**src/tsi_map.svh**
```systemverilog
`ifndef TSI_MAP_SVH
`define TSI_MAP_SVH

// Upper four bits of the target address; the low three come from straps
`define TSI_ADDR_FIXED     4'h9
`define TSI_BITS_PER_BYTE  4'h8
`define TSI_BIT_FIRST      4'h1
`define TSI_BIT_NONE       4'h0

`define TSI_PTR_AMB        2'h0
`define TSI_PTR_CFG        2'h1
`define TSI_PTR_HYST       2'h2
`define TSI_PTR_LIMIT      2'h3

// Write byte index: pointer, high data byte, low data byte, then any surplus bytes
`define TSI_WIDX_PTR       2'h0
`define TSI_WIDX_HI        2'h1
`define TSI_WIDX_LO        2'h2
`define TSI_WIDX_LAST      2'h3

`define TSI_RST_PTR        2'h0
`define TSI_RST_CFG        8'h00
`define TSI_RST_HYST       16'h0000
`define TSI_RST_LIMIT      16'h0000
`define TSI_RST_AMB        16'h0000
// Only the half-degree bit survives in the low byte of the limit registers
`define TSI_LIMIT_LO_MASK  8'h80

`define TSI_FIFO_WIDTH     16
`define TSI_FIFO_DEPTH     16

`endif

```
**src/tsi_pkg.sv**
```systemverilog
package tsi_pkg;

	typedef enum logic [2:0] {
		TSI_IDLE     = 3'b000,
		TSI_ADDR     = 3'b001,
		TSI_ADDR_ACK = 3'b010,
		TSI_WR_BYTE  = 3'b011,
		TSI_WR_ACK   = 3'b100,
		TSI_RD_BYTE  = 3'b101,
		TSI_RD_ACK   = 3'b110
	} tsi_state_e;

	typedef logic [1:0] tsi_ptr_t;

endpackage : tsi_pkg

```
**src/tsi_stream_if.sv**
```systemverilog
`timescale 1ns/1ps
interface tsi_stream_if #(
	parameter int WIDTH = 16
);
	logic             valid;
	logic             ready;
	logic [WIDTH-1:0] data;

	modport src (output valid, output data, input ready);
	modport snk (input valid, input data, output ready);
endinterface : tsi_stream_if

```
**src/tsi_sync.sv**
```systemverilog
`timescale 1ns/1ps
module tsi_sync #(
	parameter int             WIDTH   = 1,
	parameter logic [WIDTH-1:0] RST_VAL = '1
) (
	input  wire logic             clk,
	input  wire logic             reset,
	input  wire logic [WIDTH-1:0] async_in,
	output logic      [WIDTH-1:0] sync_out
);
	// First stage is read by the second stage only
	logic [WIDTH-1:0] meta;

	always_ff @(posedge clk) begin
		if (reset) begin
			meta     <= RST_VAL;
			sync_out <= RST_VAL;
		end else begin
			meta     <= async_in;
			sync_out <= meta;
		end
	end
endmodule : tsi_sync

```
**src/tsi_fifo.sv**
```systemverilog
`timescale 1ns/1ps
module tsi_fifo #(
	parameter int WIDTH = 16,
	parameter int DEPTH = 16
) (
	input  wire logic   clk,
	input  wire logic   reset,
	tsi_stream_if.snk   wr,
	tsi_stream_if.src   rd
);
	localparam int AW = $clog2(DEPTH);

	logic [WIDTH-1:0] mem [DEPTH];
	logic [AW:0]      wr_ptr;
	logic [AW:0]      rd_ptr;
	logic [AW:0]      fill;
	wire              do_push;
	wire              do_pop;
	wire              full;
	wire              empty;

	assign fill     = wr_ptr - rd_ptr;
	assign full     = (fill == (AW+1)'(DEPTH));
	assign empty    = (fill == '0);
	assign do_push  = wr.valid & ~full;
	assign do_pop   = rd.ready & ~empty;
	assign wr.ready = ~full;
	assign rd.valid = ~empty;
	assign rd.data  = mem[rd_ptr[AW-1:0]];

	always_ff @(posedge clk) begin
		if (do_push) begin
			mem[wr_ptr[AW-1:0]] <= wr.data;
		end
	end

	always_ff @(posedge clk) begin
		if (reset) begin
			wr_ptr <= '0;
			rd_ptr <= '0;
		end else begin
			wr_ptr <= wr_ptr + (AW+1)'(do_push);
			rd_ptr <= rd_ptr + (AW+1)'(do_pop);
		end
	end
endmodule : tsi_fifo

```
**src/tsi_i2c_slave.sv**
```systemverilog
`timescale 1ns/1ps
`include "tsi_map.svh"
module tsi_i2c_slave #(
	parameter int FIFO_WIDTH = `TSI_FIFO_WIDTH,
	parameter int FIFO_DEPTH = `TSI_FIFO_DEPTH
) (
	input  wire logic                   clk,
	input  wire logic                   reset,
	input  wire logic                   scl_in,
	input  wire logic                   sda_in,
	output logic                        sda_out,
	output logic                        sda_oe_n,
	input  wire logic                   addr_strap_bit2,
	input  wire logic                   addr_strap_bit1,
	input  wire logic                   addr_strap_bit0,
	input  wire logic                   temp_valid,
	input  wire logic [FIFO_WIDTH-1:0]  temp_data,
	output logic                        temp_ready,
	output tsi_pkg::tsi_ptr_t           reg_ptr,
	output logic [7:0]                  config_reg,
	output logic [15:0]                 hysteresis_limit_reg,
	output logic [15:0]                 limit_set_reg,
	output logic [15:0]                 ambient_reg,
	output logic                        bus_busy,
	output logic                        end_of_read_marker,
	output logic                        reg_written
);
	import tsi_pkg::*;

	function automatic logic [7:0] tsi_pick(input logic [15:0] word, input logic hi);
		tsi_pick = hi ? word[15:8] : word[7:0];
	endfunction : tsi_pick

	tsi_stream_if #(.WIDTH(FIFO_WIDTH)) fifo_in ();
	tsi_stream_if #(.WIDTH(FIFO_WIDTH)) fifo_out ();

	assign fifo_in.valid = temp_valid;
	assign fifo_in.data  = temp_data;
	assign temp_ready    = fifo_in.ready;

	tsi_fifo #(
		.WIDTH (FIFO_WIDTH),
		.DEPTH (FIFO_DEPTH)
	) u_fifo (
		.clk   (clk),
		.reset (reset),
		.wr    (fifo_in),
		.rd    (fifo_out)
	);

	// Bus lines and straps come from outside the clock domain
	logic [4:0] pins_s;

	tsi_sync #(
		.WIDTH   (5),
		.RST_VAL (5'h1F)
	) u_sync (
		.clk      (clk),
		.reset    (reset),
		.async_in ({addr_strap_bit2, addr_strap_bit1, addr_strap_bit0, scl_in, sda_in}),
		.sync_out (pins_s)
	);

	wire        scl_s = pins_s[1];
	wire        sda_s = pins_s[0];
	wire [2:0]  strap = pins_s[4:2];

	logic       scl_q;
	logic       sda_q;

	always_ff @(posedge clk) begin
		if (reset) begin
			scl_q <= 1'b1;
			sda_q <= 1'b1;
		end else begin
			scl_q <= scl_s;
			sda_q <= sda_s;
		end
	end

	wire scl_rise  = scl_s & ~scl_q;
	wire scl_fall  = ~scl_s & scl_q;
	// Data moving while the clock stays high is never a data bit
	wire start_det = scl_s & scl_q & sda_q & ~sda_s;
	wire stop_det  = scl_s & scl_q & ~sda_q & sda_s;

	tsi_state_e state;
	tsi_state_e next_state;
	logic [3:0] bit_cnt;
	logic [3:0] next_bit_cnt;
	logic [7:0] shift;
	logic [7:0] next_shift;
	logic [7:0] tx_byte;
	logic [7:0] next_tx_byte;
	logic       next_sda_oe_n;
	logic       rw_read;
	logic       next_rw_read;
	logic       rd_hi;
	logic       next_rd_hi;
	logic       nak_seen;
	logic       next_nak_seen;
	logic [1:0] wr_idx;
	logic [1:0] next_wr_idx;
	logic [7:0] hi_stage;
	logic [7:0] next_hi_stage;
	tsi_ptr_t   next_reg_ptr;
	logic [7:0] next_config_reg;
	logic [15:0] next_hyst;
	logic [15:0] next_limit;
	logic       next_busy;
	logic       next_eor;
	logic       next_written;

	wire        byte_done = (bit_cnt == `TSI_BITS_PER_BYTE);
	wire [6:0]  my_addr   = {`TSI_ADDR_FIXED, strap};
	wire        addr_hit  = (shift[7:1] == my_addr);
	wire        ptr_cfg   = (reg_ptr == `TSI_PTR_CFG);
	wire [15:0] sel_word  = (reg_ptr == `TSI_PTR_AMB)  ? ambient_reg :
	                        ptr_cfg                    ? {config_reg, config_reg} :
	                        (reg_ptr == `TSI_PTR_HYST) ? hysteresis_limit_reg :
	                                                     limit_set_reg;
	wire [7:0]  first_byte = tsi_pick(sel_word, 1'b1);
	wire [7:0]  again_byte = tsi_pick(sel_word, ptr_cfg | ~rd_hi);
	wire        reading    = (state == TSI_RD_BYTE) | (state == TSI_RD_ACK);

	// Ambient snapshot is frozen while a read is shifting out; a pop on the cycle the high byte is taken can still tear
	assign fifo_out.ready = ~reading;
	// Open drain: only ever pull low, the enable decides
	assign sda_out = 1'b0;

	always_comb begin
		next_state      = state;
		next_bit_cnt    = bit_cnt;
		next_shift      = shift;
		next_tx_byte    = tx_byte;
		next_sda_oe_n   = sda_oe_n;
		next_rw_read    = rw_read;
		next_rd_hi      = rd_hi;
		next_nak_seen   = nak_seen;
		next_wr_idx     = wr_idx;
		next_hi_stage   = hi_stage;
		next_reg_ptr    = reg_ptr;
		next_config_reg = config_reg;
		next_hyst       = hysteresis_limit_reg;
		next_limit      = limit_set_reg;
		next_busy       = bus_busy;
		next_eor        = 1'b0;
		next_written    = 1'b0;
		if (start_det) begin
			// Repeated start wipes whatever was in progress
			next_state    = TSI_ADDR;
			next_bit_cnt  = `TSI_BIT_NONE;
			next_sda_oe_n = 1'b1;
			next_busy     = 1'b1;
		end else if (stop_det) begin
			next_state    = TSI_IDLE;
			next_sda_oe_n = 1'b1;
			next_busy     = 1'b0;
		end else begin
			unique case (state)
				TSI_IDLE: begin
					next_sda_oe_n = 1'b1;
				end
				TSI_ADDR: begin
					if (scl_rise && !byte_done) begin
						next_shift   = {shift[6:0], sda_s};
						next_bit_cnt = bit_cnt + 4'h1;
					end else if (scl_fall && byte_done) begin
						if (addr_hit) begin
							next_sda_oe_n = 1'b0;
							next_rw_read  = shift[0];
							next_state    = TSI_ADDR_ACK;
						end else begin
							next_state    = TSI_IDLE;
						end
					end
				end
				TSI_ADDR_ACK: begin
					// Acknowledge released only after the ninth clock falls
					if (scl_fall) begin
						if (rw_read) begin
							next_state    = TSI_RD_BYTE;
							next_sda_oe_n = first_byte[7];
							next_tx_byte  = {first_byte[6:0], 1'b1};
							next_bit_cnt  = `TSI_BIT_FIRST;
							next_rd_hi    = 1'b1;
						end else begin
							next_state    = TSI_WR_BYTE;
							next_sda_oe_n = 1'b1;
							next_bit_cnt  = `TSI_BIT_NONE;
							next_wr_idx   = `TSI_WIDX_PTR;
						end
					end
				end
				TSI_WR_BYTE: begin
					if (scl_rise && !byte_done) begin
						next_shift   = {shift[6:0], sda_s};
						next_bit_cnt = bit_cnt + 4'h1;
					end else if (scl_fall && byte_done) begin
						next_sda_oe_n = 1'b0;
						next_state    = TSI_WR_ACK;
						unique case (wr_idx)
							`TSI_WIDX_PTR: begin
								next_reg_ptr = shift[1:0];
							end
							`TSI_WIDX_HI: begin
								if (ptr_cfg) begin
									next_config_reg = shift;
									next_written    = 1'b1;
								end else begin
									next_hi_stage   = shift;
								end
							end
							`TSI_WIDX_LO: begin
								// Ambient stays read-only; written bytes are dropped
								if (reg_ptr == `TSI_PTR_HYST) begin
									next_hyst    = {hi_stage, shift & `TSI_LIMIT_LO_MASK};
									next_written = 1'b1;
								end else if (reg_ptr == `TSI_PTR_LIMIT) begin
									next_limit   = {hi_stage, shift & `TSI_LIMIT_LO_MASK};
									next_written = 1'b1;
								end
							end
							`TSI_WIDX_LAST: begin
								// Surplus bytes are acknowledged and ignored
								next_written = 1'b0;
							end
						endcase
					end
				end
				TSI_WR_ACK: begin
					if (scl_fall) begin
						next_sda_oe_n = 1'b1;
						next_bit_cnt  = `TSI_BIT_NONE;
						next_state    = TSI_WR_BYTE;
						if (wr_idx != `TSI_WIDX_LAST) begin
							next_wr_idx = wr_idx + 2'h1;
						end
					end
				end
				TSI_RD_BYTE: begin
					// New bit placed just after the fall, well inside the low phase
					if (scl_fall) begin
						if (byte_done) begin
							next_sda_oe_n = 1'b1;
							next_state    = TSI_RD_ACK;
						end else begin
							next_sda_oe_n = tx_byte[7];
							next_tx_byte  = {tx_byte[6:0], 1'b1};
							next_bit_cnt  = bit_cnt + 4'h1;
						end
					end
				end
				TSI_RD_ACK: begin
					if (scl_rise) begin
						next_nak_seen = sda_s;
					end else if (scl_fall) begin
						if (nak_seen) begin
							// Line stays released so the master can stop
							next_state    = TSI_IDLE;
							next_sda_oe_n = 1'b1;
							next_eor      = 1'b1;
						end else begin
							// Two-byte registers alternate halves, never the next register
							next_state    = TSI_RD_BYTE;
							next_sda_oe_n = again_byte[7];
							next_tx_byte  = {again_byte[6:0], 1'b1};
							next_bit_cnt  = `TSI_BIT_FIRST;
							next_rd_hi    = ptr_cfg | ~rd_hi;
						end
					end
				end
				default: begin
					next_state    = TSI_IDLE;
					next_sda_oe_n = 1'b1;
				end
			endcase
		end
	end

	always_ff @(posedge clk) begin
		if (reset) begin
			state    <= TSI_IDLE;
			bit_cnt  <= `TSI_BIT_NONE;
			shift    <= '0;
			tx_byte  <= '0;
			sda_oe_n <= 1'b1;
			rw_read  <= 1'b0;
			rd_hi    <= 1'b1;
			nak_seen <= 1'b0;
			wr_idx   <= `TSI_WIDX_PTR;
			hi_stage <= '0;
		end else begin
			state    <= next_state;
			bit_cnt  <= next_bit_cnt;
			shift    <= next_shift;
			tx_byte  <= next_tx_byte;
			sda_oe_n <= next_sda_oe_n;
			rw_read  <= next_rw_read;
			rd_hi    <= next_rd_hi;
			nak_seen <= next_nak_seen;
			wr_idx   <= next_wr_idx;
			hi_stage <= next_hi_stage;
		end
	end

	always_ff @(posedge clk) begin
		if (reset) begin
			reg_ptr              <= `TSI_RST_PTR;
			config_reg           <= `TSI_RST_CFG;
			hysteresis_limit_reg <= `TSI_RST_HYST;
			limit_set_reg        <= `TSI_RST_LIMIT;
			bus_busy             <= 1'b0;
			end_of_read_marker   <= 1'b0;
			reg_written          <= 1'b0;
		end else begin
			reg_ptr              <= next_reg_ptr;
			config_reg           <= next_config_reg;
			hysteresis_limit_reg <= next_hyst;
			limit_set_reg        <= next_limit;
			bus_busy             <= next_busy;
			end_of_read_marker   <= next_eor;
			reg_written          <= next_written;
		end
	end

	always_ff @(posedge clk) begin
		if (reset) begin
			ambient_reg <= `TSI_RST_AMB;
		end else if (fifo_out.valid && fifo_out.ready) begin
			ambient_reg <= fifo_out.data[15:0];
		end
	end
endmodule : tsi_i2c_slave

```
**config.mk**
```make
export PLATFORM = sky130hd
export DESIGN_NAME = tsi_i2c_slave
export DESIGN_NICKNAME = d
export VERILOG_FILES = /design/src/tsi_pkg.sv /design/src/tsi_stream_if.sv /design/src/tsi_sync.sv /design/src/tsi_fifo.sv /design/src/tsi_i2c_slave.sv
export VERILOG_INCLUDE_DIRS = /design/src
export SDC_FILE = /design/constraint.sdc
export NUM_CORES = 1
export LEC_CHECK = 0
export BUFFER_PORTS_ARGS = -buffer_cell sky130_fd_sc_hd__clkbuf_2
export CORE_ASPECT_RATIO = 0.75
export CORE_UTILIZATION = 60
export DETAILED_ROUTE_END_ITERATION = 12
export PLACE_DENSITY = 0.79
export SYNTH_ARGS = -nofsm -noshare
export SYNTH_HDL_FRONTEND = slang
export SYNTH_SLANG_ARGS = --single-unit
```
**constraint.sdc**
```tcl
create_clock -name clk -period 4.6 [get_ports clk]
set_input_delay 0.69 -clock clk [delete_from_list [all_inputs] [get_ports clk]]
set_output_delay 0.69 -clock clk [all_outputs]
set_load 0.02 [all_outputs]
```
==> results of run 1 <==
[per-layer routing]
layer / track usage / wire, um / vias up
met5: 0 / 0 / -
met4: 0.101 / 981 / 0
met3: 0.0561 / 3280 / 62
met2: 0.419 / 16200 / 460
met1: 0.434 / 15000 / 4661
li1: - / - / 4115
[worst max path at each step]
| stage | from | end | slack [ns] | cells past startpoint |
|---|---|---|---|---|
| floorplan | u_fifo.rd_ptr[2] | u_fifo.mem[10][0] | 0.80 | 10 |
| global placement | u_fifo.wr_ptr[0] | u_fifo.wr_ptr[4] | 1.60 | 13 |
| detailed placement | u_fifo.rd_ptr[2] | u_fifo.wr_ptr[4] | 1.47 | 13 |
| CTS | u_fifo.rd_ptr[2] | temp_ready | 1.32 | 7 |
| global route | u_fifo.rd_ptr[2] | temp_ready | 1.10 | 7 |
| finish | u_fifo.rd_ptr[2] | temp_ready | 1.32 | 7 |
[worst register-to-register path, delay by kind of cell, from the launching register on]
family                   cells  cell delay, ns
AO/OA/AOI/OAI                2            0.82
XOR/XNOR                     1            0.17
adder cells (fa/ha/maj)      3            0.85
buffers and inverters        1            0.09
flip-flops                   1            0.58
AND/OR/NAND/NOR              4            0.56
[power groups by stage]
stage	Sequential, mW	Clock (mW)	Combinational [mW]
after detailed placement	3.80	0	1.50
after floorplan	3.77	0	1.07
final	3.74	2.89	1.51
after global routing	3.74	3.04	1.61
after global placement	3.80	0	1.48
after CTS	3.73	2.91	1.52
[through the flow]
step                setup slack, ns  hold slack [ns]   util  power (mW)  cells
floorplan                     0.801            0.389      -        4.84   1049
global placement               1.60            0.393  0.647        5.27   1400
detailed placement             1.47            0.400  0.647        5.30   1400
CTS                            1.32            0.328  0.695        8.16   1464
global route                   1.10            0.342  0.695        8.39   1464
finish                         1.32            0.338  0.695        8.14   1464
[logic make-up after synthesis]
group,Yosys count
xor gates and xnor gates,15
DFF,362
muxes,134
buffers and inverters,94
AOI/OAI and AO/OA,177
adders and majority gates,14
other,1
and+or+nand+nor,238
[placed cells by master, fill, tap and decap left out, types with 7 or more instances in the layout]
master | netlist | layout
a211oi_1 | 12 | 12
a21oi_1 | 50 | 50
a221oi_1 | 17 | 17
a222oi_1 | 7 | 7
a22o_1 | 16 | 16
buf_4 | 18 | 25
clkbuf_16 | 0 | 37
clkbuf_2 | 1 | 71
conb_1 | 1 | 15
dfxtp_1 | 106 | 104
edfxtp_1 | 256 | 256
ha_1 | 14 | 14
inv_1 | 17 | 18
mux2i_1 | 93 | 93
mux4_2 | 41 | 41
nand2_1 | 61 | 61
nand2b_1 | 15 | 15
nand3_1 | 18 | 18
nand4_1 | 19 | 19
nor2_1 | 58 | 58
nor2b_1 | 7 | 7
nor3_2 | 0 | 8
nor4_2 | 0 | 8
o21ai_0 | 34 | 34
o22a_1 | 16 | 16
or2_2 | 12 | 12
xnor2_1 | 8 | 8
[layout make-up]
class | instances | area [sq um] | area share
clock inverters | 15 | 135 | 0.00805
flip-flops and latches | 362 | 9820 | 0.585
clock buffers | 49 | 1020 | 0.0610
multi-input cells | 593 | 4780 | 0.285
inverters | 17 | 63.8 | 0.00380
well taps | 331 | 414 | 0.0247
repair buffers | 97 | 548 | 0.0326
==> results.md, run 1 <==
* Mux cell area share after synthesis at 0.125
* I/O Buffers at 72
* Worst-path clk slew at 0.06 ns
* Hold/Removal Path Class: input pin to flop
* Detailed Place HPWL at 22300 um
* DIE WIDTH at 184 um
* CP startpoint kind: flop
* Most common cell in the netlist: edfxtp_1
* P_leak at 5.62 nW
* Post-synth EDFFs at 256
* Type of the worst setup path: flop to output port
* Ys Warns at 0
* Synth area leader: edfxtp_1
* Global-route wire length before repair at 54400 um
* Adder-cell area share of the yosys netlist at 0.0118
* Buf/Inv on CP at 3
* Final min period at 3.28 ns
* Crit-path cells: inv_1 > ha_1 > a21oi_1 > a211o_1 > a211oi_1 > inv_1 > clkbuf_2
* Post-synthesis compound-gate area fraction at 0.0828
* R2R Path Start: u_fifo.rd_ptr[2]
* Routed WL per cell at 24.2 um
* Share of flip-flops with an asynchronous set or reset at 0
* Clock share of power at 0.355
* CTS tree: built
* Share of post-route cells with drive strength above 1 at 0.201
* # resized after CTS at 0
* R2R setup slack at 1.40 ns
* Net Sw Power at 2.23 mW
* DRT Wirelength at 35500 um
* Ant diodes at 0
* # nets final at 1144
* Cell variety after synth at 63
* Initial Util at 0.616
* Design area at 16800 sq um
* Mean Syn Cell Area at 14.4 sq um
* Synth top cells by count: edfxtp_1, dfxtp_1, mux2i_1, nand2_1, nor2_1
* Vias at 9298
* Power share of the combinational group at 0.186
* CP max FO at 10
* Fillers at 1625
* P&R area growth vs syn at 12.8%
* Pwr/cell area at 485 nW/um^2
* Final Hold Vio Count at 0
* Critical-path top delay cell: dfxtp_1
* Setup TNS at 0 ns
* Area of placed instances at 15600 sq um
* Slowest stage delay, CP at 0.58 ns
* Detail Route Antenna Nets at 0
* I/O pin total at 88
* R2R cell count at 11
* Clock sink count at 362
* Family with the most delay on the worst path: compound AO/OA/AOI/OAI gates
* Post-Synthesis Cell Area at 14900 sq um
* Max Cap Viol at 0
* Largest family of logic cells by synthesized area: multiplexers
* WP data required at 3.91 ns
* Final setup fails at 0
* Sequential element share of the synthesized area at 0.659
* # DRC at 0
* Overflow after GRT at 0
* Vias in the first global route at 8938
* CP dominant cell by count: inv_1
* GP Congestion at 0.892
* Simple-gate share of the synthesized area at 0.0808
* Yosys reg bits at 362
* CTS buffer count at 35
* Top_reg_cell synth: edfxtp_1
* Synth top area share at 0.517
* Peak VDD IR at 378 uV
* Fin. max-slew vios at 0
* Worst-skew pair later-pin latency at 0.53 ns
* Starting DRT DRC Count at 1176
* Die H at 138 um
* Number of flip-flops in the largest register at 256
* Xor/xnor share of the synthesized area at 0.00976
* Gate Count Post-Synth at 1035
* Hold Buf Count CTS at 0
* WP data arrival at 2.59 ns
* Worst Tran Pin Value at 1.23 ns
* WHS Path Cells at 2
* Via/cell ratio at 6.35
* Register share of total power at 0.459
* Die Area at 25400 sq um
* CTS root buf: clkbuf_16
* Cell-internal power at 5.92 mW
* Antenna violations before repair at 1
* RSZ-0062 raised after global routing: false
* Largest net degree at the start of global routing at 93
* Crit end category: output port
* CTS Buffer Depth at 3
* FMAX at 305 MHz
* Site Rows at 49
* TritonRoute pass-1 iters at 6
* Tcrit/Tclk final at 0.712
* Core area at 24200 sq um
* Post-CTS Setup Inserts at 0
* WHS Endpoint: u_sync.meta[0]
* Setup Skew at 0.0170 ns
* GRT Overall Usage at 0.288
* Status: finished clean
* Normalized max-slew margin at 0.174
* Synth top area cells: edfxtp_1, dfxtp_1, mux2i_1
* Crit Reg-Reg Endpoint: u_fifo.rd_ptr[4]
* CTS H-tree lvls at 2
* Sw frac at 0.274
* Origin of the worst min-delay path: sda_in
Note: power is estimated with default switching activity, not from simulation.
==> run 2, diff against run 1 <==
==> constraint.sdc (replaced) <==
create_clock -name clk -period 3.3 [get_ports clk]
set_input_delay 0.495 -clock clk [delete_from_list [all_inputs] [get_ports clk]]
set_output_delay 0.495 -clock clk [all_outputs]
set_load 0.02 [all_outputs]
==> run 2 against run 1 <==
  * Setup slack worse by 1.1 ns
  * Combinational power rose by 48%
  * Sequential share of layout area fell by 0.33 points
  * Worst hold slack got worse by 0.18 ns
  * Critical path depth fell by 1
  * Design area is 0.57% higher
  * Die area unchanged
  * Count of clock-buffer cells in the layout is 1 lower
  * First-iteration DRC count down 11%
  * Critical path type unchanged
  * Largest cell class unchanged
==> results.md, run 2 (same netlist as run 1, synthesis figures left out) <==
* Register share of total power at 0.455 (-0.004)
* Register cell area after layout at 9820 sq um (unchanged)
* Worst-path clk slew at 0.06 ns (about the same)
* Critical-path top delay cell: dfxtp_1
* Fin Hold WS at 0.153 ns (-0.185 ns)
* # resized after CTS at 0 (unchanged)
* Clock share of power at 0.347 (-0.008)
* Core area at 24200 sq um (unchanged)
* Overflow after GRT at 0 (unchanged)
* Design area at 16900 sq um (+0.57%)
* Ant diodes at 0 (unchanged)
* I/O pin total at 88 (unchanged)
* Setup Skew at 0.0166 ns (-0.000371 ns)
* I/O Buffers at 72 (unchanged)
* Max Cap Viol at 0 (unchanged)
* Cell-internal power at 8.23 mW (+39%)
* Final Hold Vio Count at 0 (unchanged)
* Vias in the first global route at 8742 (-2.2%)
* TritonRoute pass-1 iters at 8 (+2)
* Tcrit/Tclk final at 0.939
* Hold/Removal Path Class: input pin to flop
* # DRC at 0 (unchanged)
* CTS root buf: clkbuf_16
* Area of placed instances at 15700 sq um (+0.80%)
* WP data required at 2.80 ns (-1.11 ns)
* Type of the worst setup path: flop to output port
* Slowest stage delay, CP at 0.62 ns (+0.04 ns)
* Final cell count without fillers at 1477 (+0.89%)
* Detailed Place HPWL at 21900 um (-2.0%)
* P_leak at 5.67 nW (+0.92%)
* Fin. max-slew vios at 0 (unchanged)
* Vias at 9264 (-0.37%)
* Most frequent cells in the layout: edfxtp_1, dfxtp_1, mux2i_1
* Power share of the combinational group at 0.198 (+0.012)
* Multi-input gate area at 4780 sq um (-0.13%)
* GP Congestion at 0.903 (+1.2%)
* Placed Cells at 1415 (+1.1%)
* CTS Buffer Depth at 3 (unchanged)
* Antenna violations before repair at 0 (-1)
* P&R area growth vs syn at 13.5%
* Worst-skew pair later-pin latency at 0.53 ns (about the same)
* Crit-path cells: ha_1 > a21oi_1 > nand4_1 > a211oi_1 > inv_1 > clkbuf_2
* CTS buffer count at 34 (-2.9%)
* Commonest non-fill, non-tap cell in the layout: edfxtp_1
* Starting DRT DRC Count at 1051 (-11%)
* Normalized max-slew margin at 0.369 (+0.195)
* DIE WIDTH at 184 um (unchanged)
* Share of post-route cells with drive strength above 1 at 0.212 (+0.0108)
* Clock sink count at 362 (unchanged)
* Via/cell ratio at 6.27 (-1.2%)
* CP startpoint kind: flop
* Sw frac at 0.271 (-0.00269)
* RSZ-0062 raised after global routing: false
* Fillers at 1632 (+0.43%)
* Worst Tran Pin Value at 0.940 ns (-0.293 ns)
* Net Sw Power at 3.06 mW (+37%)
* Site Rows at 49 (unchanged)
* FMAX at 323 MHz
* Status: finished clean
* CP max FO at 10 (unchanged)
* Routed WL per cell at 23.2 um (-4.4%)
* Peak VDD IR at 512 uV (+36%)
* Global-route wire length before repair at 51600 um (-5.2%)
* Largest net degree at the start of global routing at 94 (+1.1%)
* Final min period at 3.10 ns
* Detail Route Antenna Nets at 0 (unchanged)
* Number of flip-flops in the largest register at 256 (unchanged)
* GRT Overall Usage at 0.274 (-0.0135)
* CTS tree: built
* Die Area at 25400 sq um (unchanged)
* Post-CTS Setup Inserts at 0 (unchanged)
* WP data arrival at 2.60 ns (about the same)
* Final setup fails at 0 (unchanged)
* # nets final at 1158 (+1.2%)
* Setup TNS at 0 ns (unchanged)
* Crit end category: output port
* Initial Util at 0.616 (unchanged)
* Pwr/cell area at 668 nW/um^2 (+38%)
* Util after Layout at 0.699 (+0.00394)
* CTS H-tree lvls at 2 (unchanged)
* DRT Wirelength at 34200 um (-3.5%)
* Hold Buf Count CTS at 0 (unchanged)
* Die H at 138 um (unchanged)
run 2: cell types whose count changed in the layout (fill, tap and decap cells not counted), moves of 2 or more:
cell        change
clkbuf_8        +2
clkbuf_16       -2
inv_6           -2
clkinvlp_4      +2
buf_4          +14
run 2: metal layers:
metal | vias to the layer above | part of all wire | GRT usage
met5 | - | 0 | 0
met4 | 0 | 0.029 | 0.0991
met2 | 480 | 0.46 | 0.404
met1 | 4576 | 0.43 | 0.411
li1 | 4136 | - | -
met3 | 72 | 0.089 | 0.0506
run 2: area by class of cell:
| class | count | area share |
|---|---|---|
| clock buffers | 48 | 0.0589 |
| clock inverters | 14 | 0.00838 |
| inverters | 17 | 0.00378 |
| multi-input cells | 593 | 0.283 |
| flip-flops and latches | 362 | 0.582 |
| well taps | 331 | 0.0245 |
| repair buffers | 112 | 0.0399 |
run 2: power by group through the flow:
stage	registers, mW	clock network, mW	logic (mW)
final	5.14	3.91	2.23
after global routing	5.14	4.13	2.37
after CTS	5.13	3.96	2.24
after detailed placement	5.23	0	2.21
after global placement	5.23	0	2.17
after floorplan	5.26	0	1.49
run 2: worst paths after layout:
path,from,to,slack (ns),depth (start not counted)
setup / recovery,u_fifo.wr_ptr[2],temp_ready,0.20,6
setup reg to reg,u_fifo.wr_ptr[2],u_fifo.mem[12][3],0.42,8
hold / removal,addr_strap_bit1,u_sync.meta[3],0.15,2
hold reg to reg,u_sync.meta[0],u_sync.sync_out[0],0.41,1
run 2: worst max-delay path, delay by kind of cell, from the launching register on:
family / cells / cell delay, ns
flip-flops: 1 / 0.62
AO/OA/AOI/OAI: 2 / 0.61
adder cells (fa/ha/maj): 1 / 0.38
buffers and inverters: 2 / 0.33
AND/OR/NAND/NOR: 1 / 0.15
run 2: through the flow:
step,power [mW],setup slack (ns)
floorplan,6.75,-0.499
CTS,11.3,0.241
detailed placement,7.43,0.512
global route,11.6,0.0999
finish,11.3,0.200
global placement,7.40,0.609
